--- src/rtl/wmx_regs.svh ---
// constants for the extended multi-sector write task file
`ifndef WMX_REGS_SVH
`define WMX_REGS_SVH
`define TF_DATA 3'h0
`define TF_ERRFEAT 3'h1
`define TF_SCOUNT 3'h2
`define TF_SNUM 3'h3
`define TF_CYLLO 3'h4
`define TF_CYLHI 3'h5
`define TF_DEVHEAD 3'h6
`define TF_CMDSTAT 3'h7
`define CMD_WR_MULT_EXT 8'h39
`define CMD_WR_MULT_FUA_EXT 8'hCE
`define ST_BSY 7
`define ST_RDY 6
`define ST_DSC 4
`define ST_DRQ 3
`define ST_ERR 0
`define ER_UNC 6
`define ER_IDN 4
`define ER_ABT 2
`define STATUS_IDLE 8'h50
`define CTL_HOB 7
`define HREG_CTRL 4'h0
`define HREG_STATUS 4'h1
`define HREG_IRQ_STAT 4'h2
`define HREG_IRQ_MASK 4'h3
`define HREG_COUNT 4'h4
`define HREG_LBA_LO 4'h5
`define HREG_LBA_HI 4'h6
`define HREG_WDATA 4'h7
`define HREG_ERRLBA_LO 4'h8
`define HREG_ERRLBA_HI 4'h9
`define HREG_TFSTAT 4'hA
`define IRQ_BLOCK 0
`define IRQ_DONE 1
`endif

--- src/rtl/wmx_pkg.sv ---
// shared types for the extended multi-sector write ends
package wmx_pkg;
   typedef enum logic [2:0] {
      DEV_IDLE = 3'b000,
      DEV_XFER = 3'b001,
      DEV_COMMIT = 3'b010,
      DEV_FLUSH = 3'b011,
      DEV_DONE = 3'b100
   } dev_state_type;
   typedef enum logic [2:0] {
      HST_IDLE = 3'b000,
      HST_SETUP = 3'b001,
      HST_WAIT = 3'b010,
      HST_DATA = 3'b011,
      HST_POLL = 3'b100,
      HST_READ = 3'b101
   } host_state_type;
endpackage

--- src/rtl/task_file_if.sv ---
// task-file link between host adapter and device
`timescale 1ns/1ns
interface task_file_if;
   logic [2:0] addr;
   logic [15:0] wdata;
   logic wr;
   logic rd;
   logic hob;
   logic [15:0] rdata;
   logic intrq;
   modport host (output addr, output wdata, output wr, output rd, output hob, input rdata, input intrq);
   modport device (input addr, input wdata, input wr, input rd, input hob, output rdata, output intrq);
endinterface

--- src/rtl/lba_walker.sv ---
// sector address and remaining-count tracker
`timescale 1ns/1ns
module lba_walker (
   input wire logic clk_in,
   input wire logic rst_in,
   input wire logic ce_in,
   input wire logic load_in,
   input wire logic [47:0] lba_in,
   input wire logic [15:0] count_in,
   input wire logic step_in,
   output logic [47:0] lba_out,
   output logic [16:0] left_out
);
   typedef struct packed {
      logic [47:0] lba;
      logic [16:0] left;
   } walk_type;
   walk_type cur, next_cur;
   always_comb begin
      next_cur = cur;
      if (load_in) begin
         next_cur.lba = lba_in;
         next_cur.left = (count_in == 16'h0000) ? 17'h10000 : {1'b0, count_in};
      end else if (step_in && cur.left != 17'h00000) begin
         next_cur.lba = cur.lba + 48'h000000000001;
         next_cur.left = cur.left - 17'h00001;
      end
   end
   always_ff @(posedge clk_in or posedge rst_in) begin
      if (rst_in) begin
         cur <= '0;
      end else if (ce_in) begin
         cur <= next_cur;
      end
   end
   assign lba_out = cur.lba;
   assign left_out = cur.left;
endmodule

--- src/rtl/wmx_device.sv ---
// device end: decodes and executes the extended multi-sector writes
`timescale 1ns/1ns
`include "wmx_regs.svh"
module wmx_device
   import wmx_pkg::*;
#(
   parameter int WORDS_PER_SECTOR = 256,
   parameter int FLUSH_CYCLES = 64
) (
   input wire logic CLK_SYS_IN,
   input wire logic RST_IN,
   input wire logic CE_IN,
   task_file_if.device TF,
   input wire logic [7:0] MULTIPLE_IN,
   input wire logic WCACHE_EN_IN,
   input wire logic MEDIA_READY_IN,
   input wire logic MEDIA_FAIL_IN,
   output logic [15:0] MEDIA_WORD_OUT,
   output logic MEDIA_WORD_VALID_OUT,
   output logic [47:0] MEDIA_LBA_OUT,
   output logic MEDIA_SECTOR_END_OUT
);
   typedef struct packed {
      dev_state_type state;
      logic [7:0] cnt_cur, cnt_prev, sn_cur, sn_prev, cl_cur, cl_prev, ch_cur, ch_prev;
      logic [7:0] status, error;
      logic fua;
      logic [15:0] words;
      logic [7:0] blk_secs;
      logic [15:0] flush_cnt;
      logic [47:0] err_lba;
      logic intrq;
      logic [15:0] rdata;
      logic [15:0] mword;
      logic mvalid;
      logic mend;
   } dev_reg_type;
   dev_reg_type r, next_r;
   logic [47:0] cur_lba;
   logic [16:0] left;
   logic load, step;
   localparam logic [15:0] LAST_WORD = 16'(WORDS_PER_SECTOR - 1);
   localparam logic [15:0] FLUSH_LAST = 16'(FLUSH_CYCLES - 1);
   // task-file write to one register address: a paired current/previous byte, the command or the data
   function automatic logic tf_wr(input logic [2:0] a, input logic wr, input logic [2:0] which);
      return wr && a == which;
   endfunction
   lba_walker u_lba_walker (
      .clk_in(CLK_SYS_IN),
      .rst_in(RST_IN),
      .ce_in(CE_IN),
      .load_in(load),
      .lba_in({r.ch_prev, r.cl_prev, r.sn_prev, r.ch_cur, r.cl_cur, r.sn_cur}),
      .count_in({r.cnt_prev, r.cnt_cur}),
      .step_in(step),
      .lba_out(cur_lba),
      .left_out(left)
   );
   // command decode, data acceptance and completion sequencing
   always_comb begin
      next_r = r;
      load = 1'b0;
      step = 1'b0;
      next_r.mvalid = 1'b0;
      next_r.mend = 1'b0;
      if (TF.rd && TF.addr == `TF_CMDSTAT) begin
         next_r.intrq = 1'b0; // status read acknowledges the interrupt
      end
      if (r.state == DEV_IDLE || r.state == DEV_DONE) begin
         // writes push current byte into previous, as the 48-bit task file does
         if (tf_wr(TF.addr, TF.wr, `TF_SCOUNT)) begin
            next_r.cnt_prev = r.cnt_cur;
            next_r.cnt_cur = TF.wdata[7:0];
         end
         if (tf_wr(TF.addr, TF.wr, `TF_SNUM)) begin
            next_r.sn_prev = r.sn_cur;
            next_r.sn_cur = TF.wdata[7:0];
         end
         if (tf_wr(TF.addr, TF.wr, `TF_CYLLO)) begin
            next_r.cl_prev = r.cl_cur;
            next_r.cl_cur = TF.wdata[7:0];
         end
         if (tf_wr(TF.addr, TF.wr, `TF_CYLHI)) begin
            next_r.ch_prev = r.ch_cur;
            next_r.ch_cur = TF.wdata[7:0];
         end
         if (tf_wr(TF.addr, TF.wr, `TF_CMDSTAT)) begin
            next_r.error = 8'h00;
            next_r.words = 16'h0000;
            next_r.blk_secs = 8'h00;
            next_r.intrq = 1'b0;
            if (TF.wdata[7:0] == `CMD_WR_MULT_EXT) begin
               next_r.fua = 1'b0;
               load = 1'b1;
               next_r.state = DEV_XFER;
               next_r.status = 8'h00;
               next_r.status[`ST_RDY] = 1'b1;
               next_r.status[`ST_DRQ] = 1'b1;
            end else if (TF.wdata[7:0] == `CMD_WR_MULT_FUA_EXT) begin
               next_r.fua = 1'b1;
               load = 1'b1;
               next_r.state = DEV_XFER;
               next_r.status = 8'h00;
               next_r.status[`ST_RDY] = 1'b1;
               next_r.status[`ST_DRQ] = 1'b1;
            end else begin
               next_r.error[`ER_ABT] = 1'b1;
               next_r.status = `STATUS_IDLE;
               next_r.status[`ST_ERR] = 1'b1;
               next_r.intrq = 1'b1;
               next_r.state = DEV_DONE;
            end
         end
      end
      unique case (r.state)
         DEV_IDLE, DEV_DONE: begin
         end
         DEV_XFER: begin
            // failing sector ends the transfer with error
            if (MEDIA_FAIL_IN) begin
               next_r.err_lba = cur_lba;
               next_r.error[`ER_UNC] = 1'b1;
               next_r.status = `STATUS_IDLE;
               next_r.status[`ST_ERR] = 1'b1;
               next_r.intrq = 1'b1;
               next_r.state = DEV_DONE;
            end else if (tf_wr(TF.addr, TF.wr, `TF_DATA) && r.status[`ST_DRQ]) begin
               next_r.mword = TF.wdata;
               next_r.mvalid = 1'b1;
               next_r.words = r.words + 16'h0001;
               if (r.words == LAST_WORD) begin
                  next_r.words = 16'h0000;
                  next_r.mend = 1'b1;
                  step = 1'b1;
                  next_r.blk_secs = r.blk_secs + 8'h01;
                  // interrupt at block end; the last sector moves on to commit without one
                  if (left == 17'h00001) begin
                     next_r.status[`ST_DRQ] = 1'b0;
                     next_r.status[`ST_BSY] = 1'b1;
                     next_r.state = DEV_COMMIT;
                  end else if (r.blk_secs + 8'h01 >= MULTIPLE_IN) begin
                     next_r.blk_secs = 8'h00;
                     next_r.intrq = 1'b1;
                  end
               end
            end
         end
         DEV_COMMIT: begin
            if (MEDIA_READY_IN) begin
               next_r.flush_cnt = 16'h0000;
               next_r.state = (r.fua || !WCACHE_EN_IN) ? DEV_FLUSH : DEV_DONE;
               if (!(r.fua || !WCACHE_EN_IN)) begin
                  next_r.status = `STATUS_IDLE;
                  next_r.intrq = 1'b1;
               end
            end
         end
         DEV_FLUSH: begin
            // status held back until media write completes
            next_r.flush_cnt = r.flush_cnt + 16'h0001;
            if (MEDIA_FAIL_IN) begin
               next_r.err_lba = cur_lba;
               next_r.error[`ER_UNC] = 1'b1;
               next_r.status = `STATUS_IDLE;
               next_r.status[`ST_ERR] = 1'b1;
               next_r.intrq = 1'b1;
               next_r.state = DEV_DONE;
            end else if (r.flush_cnt == FLUSH_LAST && MEDIA_READY_IN) begin
               next_r.status = `STATUS_IDLE;
               next_r.intrq = 1'b1;
               next_r.state = DEV_DONE;
            end
         end
         default: begin
            next_r.state = DEV_IDLE;
         end
      endcase
      // read data registered, stands the cycle after the strobe
      next_r.rdata = 16'h0000;
      if (TF.rd) begin
         unique case (TF.addr)
            `TF_ERRFEAT: next_r.rdata = {8'h00, r.error};
            `TF_SCOUNT: next_r.rdata = {8'h00, TF.hob ? left[15:8] : left[7:0]};
            // error address bytes by high-order flag
            `TF_SNUM: next_r.rdata = {8'h00, TF.hob ? r.err_lba[31:24] : r.err_lba[7:0]};
            `TF_CYLLO: next_r.rdata = {8'h00, TF.hob ? r.err_lba[39:32] : r.err_lba[15:8]};
            `TF_CYLHI: next_r.rdata = {8'h00, TF.hob ? r.err_lba[47:40] : r.err_lba[23:16]};
            `TF_CMDSTAT: next_r.rdata = {8'h00, r.status};
            default: next_r.rdata = 16'h0000;
         endcase
      end
   end
   // state register, frozen while the clock enable is low
   always_ff @(posedge CLK_SYS_IN or posedge RST_IN) begin
      if (RST_IN) begin
         r <= '0;
         r.status <= `STATUS_IDLE;
      end else if (CE_IN) begin
         r <= next_r;
      end
   end
   assign TF.rdata = r.rdata;
   assign TF.intrq = r.intrq;
   assign MEDIA_WORD_OUT = r.mword;
   assign MEDIA_WORD_VALID_OUT = r.mvalid;
   assign MEDIA_LBA_OUT = cur_lba;
   assign MEDIA_SECTOR_END_OUT = r.mend;
endmodule

--- src/flat_wrapper.sv ---
// flat-port wrapper written by rule: the top's interface ports become plain ports
module wmx_device_flat import wmx_pkg::*;
#(
   parameter int WORDS_PER_SECTOR = 256,
   parameter int FLUSH_CYCLES = 64
)
  (CLK_SYS_IN, RST_IN, CE_IN, MULTIPLE_IN, WCACHE_EN_IN, MEDIA_READY_IN, MEDIA_FAIL_IN, MEDIA_WORD_OUT, MEDIA_WORD_VALID_OUT, MEDIA_LBA_OUT, MEDIA_SECTOR_END_OUT, TF_addr, TF_wdata, TF_wr, TF_rd, TF_hob, TF_rdata, TF_intrq);
  task_file_if TF_i ();
  input wire logic CLK_SYS_IN;
  input wire logic RST_IN;
  input wire logic CE_IN;
  input wire logic [7:0] MULTIPLE_IN;
  input wire logic WCACHE_EN_IN;
  input wire logic MEDIA_READY_IN;
  input wire logic MEDIA_FAIL_IN;
  output logic [15:0] MEDIA_WORD_OUT;
  output logic MEDIA_WORD_VALID_OUT;
  output logic [47:0] MEDIA_LBA_OUT;
  output logic MEDIA_SECTOR_END_OUT;
  input wire logic [$bits(TF_i.addr)-1:0] TF_addr;
  input wire logic [$bits(TF_i.wdata)-1:0] TF_wdata;
  input wire logic [$bits(TF_i.wr)-1:0] TF_wr;
  input wire logic [$bits(TF_i.rd)-1:0] TF_rd;
  input wire logic [$bits(TF_i.hob)-1:0] TF_hob;
  output wire logic [$bits(TF_i.rdata)-1:0] TF_rdata;
  output wire logic [$bits(TF_i.intrq)-1:0] TF_intrq;
  assign TF_i.addr = TF_addr;
  assign TF_i.wdata = TF_wdata;
  assign TF_i.wr = TF_wr;
  assign TF_i.rd = TF_rd;
  assign TF_i.hob = TF_hob;
  assign TF_rdata = TF_i.rdata;
  assign TF_intrq = TF_i.intrq;
  wmx_device #(.WORDS_PER_SECTOR(WORDS_PER_SECTOR), .FLUSH_CYCLES(FLUSH_CYCLES)) u_core (.CLK_SYS_IN(CLK_SYS_IN), .RST_IN(RST_IN), .CE_IN(CE_IN), .TF(TF_i), .MULTIPLE_IN(MULTIPLE_IN), .WCACHE_EN_IN(WCACHE_EN_IN), .MEDIA_READY_IN(MEDIA_READY_IN), .MEDIA_FAIL_IN(MEDIA_FAIL_IN), .MEDIA_WORD_OUT(MEDIA_WORD_OUT), .MEDIA_WORD_VALID_OUT(MEDIA_WORD_VALID_OUT), .MEDIA_LBA_OUT(MEDIA_LBA_OUT), .MEDIA_SECTOR_END_OUT(MEDIA_SECTOR_END_OUT));
endmodule
--- config.mk ---
export PLATFORM = sky130hd
export DESIGN_NAME = wmx_device_flat
export DESIGN_NICKNAME = d
export VERILOG_FILES = /design/src/rtl/wmx_pkg.sv /design/src/rtl/task_file_if.sv /design/src/rtl/lba_walker.sv /design/src/rtl/wmx_device.sv /design/src/flat_wrapper.sv
export VERILOG_INCLUDE_DIRS = /design/src /design/src/rtl
export SDC_FILE = /design/constraint.sdc
export NUM_CORES = 1
export LEC_CHECK = 0
export BUFFER_PORTS_ARGS = -buffer_cell sky130_fd_sc_hd__buf_2
export CAP_MARGIN = 15
export CELL_PAD_IN_SITES_DETAIL_PLACEMENT = 1
export CELL_PAD_IN_SITES_GLOBAL_PLACEMENT = 2
export CORE_MARGIN = 5
export CORE_UTILIZATION = 39
export DETAILED_ROUTE_END_ITERATION = 12
export GPL_TIMING_DRIVEN = 0
export PLACE_DENSITY = 0.85
export SLEW_MARGIN = 40
export SYNTH_ARGS = -nofsm -noshare
export SYNTH_HDL_FRONTEND = slang
export SYNTH_HIERARCHICAL = 1
export SYNTH_SLANG_ARGS = --single-unit
--- constraint.sdc ---
create_clock -name CLK_SYS_IN -period 7.3 [get_ports CLK_SYS_IN]
set_input_delay 1.095 -clock CLK_SYS_IN [delete_from_list [all_inputs] [get_ports CLK_SYS_IN]]
set_output_delay 1.095 -clock CLK_SYS_IN [all_outputs]
set_load 0.1 [all_outputs]
* Yosys cells after proc, flatten, opt, wreduce, memory -nomap -nowiden *
Cells that the tools add are included.

cells by class
  mux-type cells = 82
  reduce and logical (&&, ||, !) cells = 32
  add/sub/neg operators = 5
  equality and inequality tests = 16
  order comparisons = 1
  bitwise logic cells = 1

operator list
  cell                                                                   number
  65-bit 2-to-1 mux                                                      2
  108-bit 2-to-1 mux                                                     1
  16-bit 2-to-1 mux                                                      6
  24-bit 2-to-1 mux                                                      4
  8-bit 2-to-1 mux                                                       11
  48-bit by 1-bit adder with 48-bit output (second input constant)       1
  8-bit case mux with 6 select lines                                     1
  41-bit 2-to-1 mux                                                      1
  3-bit 2-to-1 mux                                                       13
  1-bit 2-to-1 mux                                                       34
  16-bit by 1-bit adder with 16-bit output (second input constant)       2
  16-bit case mux with 2 select lines                                    1
  8-bit case mux with 3 select lines                                     1
  3-bit AND reduction                                                    7
  17-bit by 1-bit == test with 1-bit output (second input constant)      1
  17-bit 2-to-1 mux                                                      1
  17-bit nonzero test                                                    1
  17-bit by 1-bit subtractor with 17-bit output (second input constant)  1
  16-bit by 6-bit == test with 1-bit output (second input constant)      1
  16-bit by 8-bit == test with 1-bit output (second input constant)      1
  16-bit zero test                                                       1
  3-bit by 2-bit == test with 1-bit output (second input constant)       4
  3-bit == test (second input constant)                                  4
  3-bit case mux with 4 select lines                                     1
  18 further kinds                                                       36

word-level totals
  output and inout bits = 83
  register bits after elaboration = 266
  word-level logic and storage cells = 161

* Depth between registers and ports, before layout *
  word-level depth = 11
  gate-level depth with buffers = 12
  depth with buffers taken out = 10

* Cells and area by module *
Netlist, hierarchy kept.

by module, submodules not included
  module      area each (um^2)  instances  sequential area each (um^2)  cells each
  wmx_device  9232.6            1          4832.1                       781
  lba_walker  4438.0            1          1626.6                       544

* Worst setup path after synthesis *
Ideal clock, no wire load.

  kind = input to register
  from = in TF_addr[0]
  to = reg u_core.u_lba_walker.cur, in the netlist u_core/u_lba_walker/lba_out[10]
  arrival time = 3.325 ns
  stages on the path = 12
  setup slack = 3.851 ns
  data required time = 7.176 ns
  path through = clkbuf_1 > and3_1 > clkbuf_1 > nand3_1 > a21oi_1 > clkbuf_1 > o21ai_0 > a21oi_1 > buf_2 > clkbuf_1 > o21ai_0 > o2bb2ai_1

on the way
  elaborated cells between the ends (all ways) = 14

RTL lines
  what                                  RTL line            RTL
  start, declared                       flat_wrapper.sv:20  input wire logic [$bits(TF_i.addr)-1:0] TF_addr;
  3-bit == test *                       wmx_device.sv:46    return wr && a == which;
  1-bit logical AND *                   wmx_device.sv:46
  1-bit 2-to-1 mux *                    wmx_device.sv:87    if (tf_wr(TF.addr, TF.wr, `TF_CMDSTAT)) begin
  1-bit 2-to-1 mux *                    wmx_device.sv:69    if (r.state == DEV_IDLE || r.state == DEV_DONE) begin
  net u_core.load                       wmx_device.sv:41    logic load, step;
  2-bit nonzero test (no source line)   n/a
  2-bit AND reduction (no source line)  n/a
  end signal, assigned                  lba_walker.sv:33    cur <= next_cur;
  end, declared                         lba_walker.sv:18    walk_type cur, next_cur;

The timed path passes the listed nets; every way through them passes the cells marked *.
A chain may end at the register's enable or synchronous reset.

* Worst setup path after layout *
  from = in TF_addr[0]
  to = reg u_core.u_lba_walker.cur, in the netlist u_core/u_lba_walker/lba_out[2]

The elaborated chain is that of the path after synthesis.

==> results.toml <==
[route]
wl_met1_mm = 21.77
dr_wl_met3_mm = 3.881
drt_iter0_drc = 1072
wl_met2_mm = 23.36
drcViolationCount = 0
via_count = 12060
drt-wirelength-per-cell_um = 25.82
wirelength_mm = 50.44
drt_first_pass_iters = 5
ant_nets = 0
top_layer_used = "met4"
routed_via_density = 6.173

[yosys]
synthesis.area_sq_mm = 0.01367
synthFlopType = "dfrtp_1"
ys_types = 89
ys_warn_count = 6
synth_seq_area_share = 0.4725
syn_inst = 1325
synth-seq-cells = 258
synthArstFlopShare = 1.000
avgSynthCellArea_sq_um = 10.32
synth_edf_count = 0

[critical_path]
cp_top_family = "buffers and inverters"
regToRegSetupSlack_ps = 2830
worstPathCellList = "clkbuf_1, and3_1, clkbuf_1, nand3_1, a21oi_1, clkbuf_1, clkbuf_1, clkbuf_1, clkbuf_1, a21oi_1, o21ai_0"
start_kind = "primary input"
cpMostUsedCell = "clkbuf_1"
required_ps = 7750
cpPeakStageDelay_ps = 690
crit_slowest_cell = "clkbuf_1"
cp.arrival_ps = 5320
crit_buf_inv = 6
critPathKind = "in2reg"
worstPathMaxFanout = 10
worstSetupEndpointType = "register"

[placement]
placed_cells = 1897
place_hpwl_mm = 36.05
port_buffers = 106
place.gp.congestion = 0.9089

[power_and_ir_drop]
p_leak_nw = 7.282
p_sw_frac = 0.2824
total_power_mw = 3.873
p_switching_mw = 1.094
max-vdd-ir-drop_mv = 0.1861
power_frac_seq = 0.457
internal-power_mw = 2.779
p_comb_frac = 0.133
cellPowerDensity_mw_per_mm2 = 242.5
clkPwrFrac = 0.410

[timing]
hold_violations = 0
setup_viol = 0
slew_viol_final = 0
period_minus_slack_ps = 4869
worst_pin_slew_ps = 871.7
rsz0062_at_grt = "false"
fin_hold_ws_ps = 484.5
fin_skew_ps = 36.81
post-route-period-util = 0.6670
clock.fmax_mhz = 205.4
slew_headroom = 0.4145

[cells_and_area]
utilization = 0.4623
fillers = 3923
fin_nets = 1523
syn_to_final_growth_pct = 16.82
fin_cells = 1953
drive_above_1_share = 0.2565

[outcome]
status = "finished clean"

[clock_tree]
cts_root_buffer = "clkbuf_16"
cts.sinks = 258
cts_setup_buffers = 0
worstSkewPairLatency_ps = 580
holdBufCountCts = 0
cts_resized = 0
clkSlewWorstSetupHoldPaths_ps = 60
numCtsBuffers = 30
clockBufferDepth = 3
htree_levels = 1
tritoncts = "done"

[flow_run]
maxCapViolCount = 0

[global_route]
grt_antenna_before_repair = 0
grt_overflow = 0
grt_pass1_vias = 12530
grt_max_degree = 80
grt_pass1_wl_mm = 77.16
grt_use_total = 0.2533

[die]
die-height_um = 197.2
core_area_sq_mm = 0.03454
rows = 68
boundaryPins = 119
die_area_sq_mm = 0.03890
fp.dieW_um = 197.2
start_util = 0.3958

[worst_hold_path]
hold_path_class = "reg2reg"
[per-layer routing]
metal / vias up / GRT usage
met2: 484 / 0.4062
li1: 5250 / -
met5: - / 0
met1: 6227 / 0.3476
met3: 95 / 0.05390
met4: 0 / 0.07499
[logic make-up after synthesis]
group,synth area share
AND/OR/NAND/NOR,0.1701
other,0.0002743
multiplexers,0.1337
XOR/XNOR,0.009610
adder cells (fa/ha/maj),0.01190
AO/OA/AOI/OAI,0.1524
flip-flops,0.4725
buffers and inverters,0.04961
[Yosys cell counts, types with 29 or more instances]
library cell  number  share of area
mux2i_1           33          0.024
nor3_1            30          0.011
clkbuf_1          46          0.013
mux2_2           131           0.11
buf_4             32          0.018
nor2_1            84          0.023
inv_1             32         0.0088
nand2_1           71          0.019
nand4_1           29          0.013
nand3_1           51          0.019
dfrtp_1          256           0.47
a21oi_1           62          0.023
o21ai_0           89          0.033
[layout by cell type (no fill, tap or decap), types with 10 or more instances in the layout]
cell       count
or3_1         18
o21ai_0       89
nand2_1       71
nor4_1        24
and2_1        12
nor2b_1       12
clkbuf_1      52
a21oi_1       62
dfrtp_1      256
inv_1         30
mux2i_1       33
a211oi_1      16
and3_1        22
nor2_1        84
ha_1          13
or2_2         11
a22oi_1       15
clkbuf_16     30
o22ai_1       18
buf_4         32
nand4_1       29
mux2_2       131
nor3_1        30
buf_2        122
nand3_1       51
o2bb2ai_1     16
xnor2_1       10
[registers in the layout, indices dropped and copies added, names as in the netlist]
signal                        flops
u_core/MEDIA_SECTOR_END_OUT       1
u_core/MEDIA_WORD_OUT            16
u_core/MEDIA_WORD_VALID_OUT       1
u_core/TF.intrq                   1
u_core/TF.rdata                   8
u_core/r                        166
u_core/u_lba_walker/lba_out      48
u_core/u_lba_walker/left_out     17
[power by group through the flow]
stage	clock, mW	sequential, mW	combinational [mW]
after floorplan	0	1.74	0.364
after global placement	0	1.78	0.483
after detailed placement	0	1.79	0.514
after CTS	1.62	1.77	0.517
after global routing	1.69	1.79	0.558
final	1.59	1.77	0.515
[metrics by stage]
step	area, sq um	setup TNS, ps	setup WS, ps
2_1_floorplan	13700	0	952.8
3_3_place_gp	14800	-277750	-1489
3_5_place_dp	14930	0	2003
4_1_cts	15970	0	2586
5_1_grt	15970	0	2466
6_report	15970	0	2431
[area by class of cell]
cell class	count	area (sq um)	area share
diodes	1	2.502	0.0001567
plain buffers	104	554.3	0.03471
clock buffers	42	855.8	0.05359
clock inverters	13	186.4	0.01167
inverters	33	136.4	0.008540
multi-input cells	937	6583	0.4122
flip-flops and latches	258	6459	0.4044
well taps	455	569.3	0.03565
repair buffers	110	624.3	0.03909
[worst reg2reg max path: stages, from the launching register on]
cell and delay (ps):
dfrtp_1 440, clkbuf_1 250, nor2_1 220, nand3_1 170, a21oi_1 460, clkbuf_1 380
clkbuf_1 680, clkbuf_1 690, clkbuf_1 680, a21oi_1 170, o21ai_0 240
[worst paths after layout]
check | endpoint | start | cells after the start
worst max-delay path | u_core/u_lba_walker/lba_out[2]$_DFFE_PP0P_ | TF_addr[0] | 11
worst min-delay path | u_core/r[130]$_DFFE_PP0P_ | u_core/r[130]$_DFFE_PP0P_ | 2
worst max register to register | u_core/u_lba_walker/lba_out[2]$_DFFE_PP0P_ | u_core/r[204]$_DFFE_PP0P_ | 10
worst min register to register | u_core/r[130]$_DFFE_PP0P_ | u_core/r[130]$_DFFE_PP0P_ | 2
max in group asynchronous | u_core/r[138]$_DFFE_PP1P_ | RST_IN | 3
min in group asynchronous | u_core/u_lba_walker/lba_out[4]$_DFFE_PP0P_ | RST_IN | 2
Note: power is estimated with default switching activity, not from simulation.
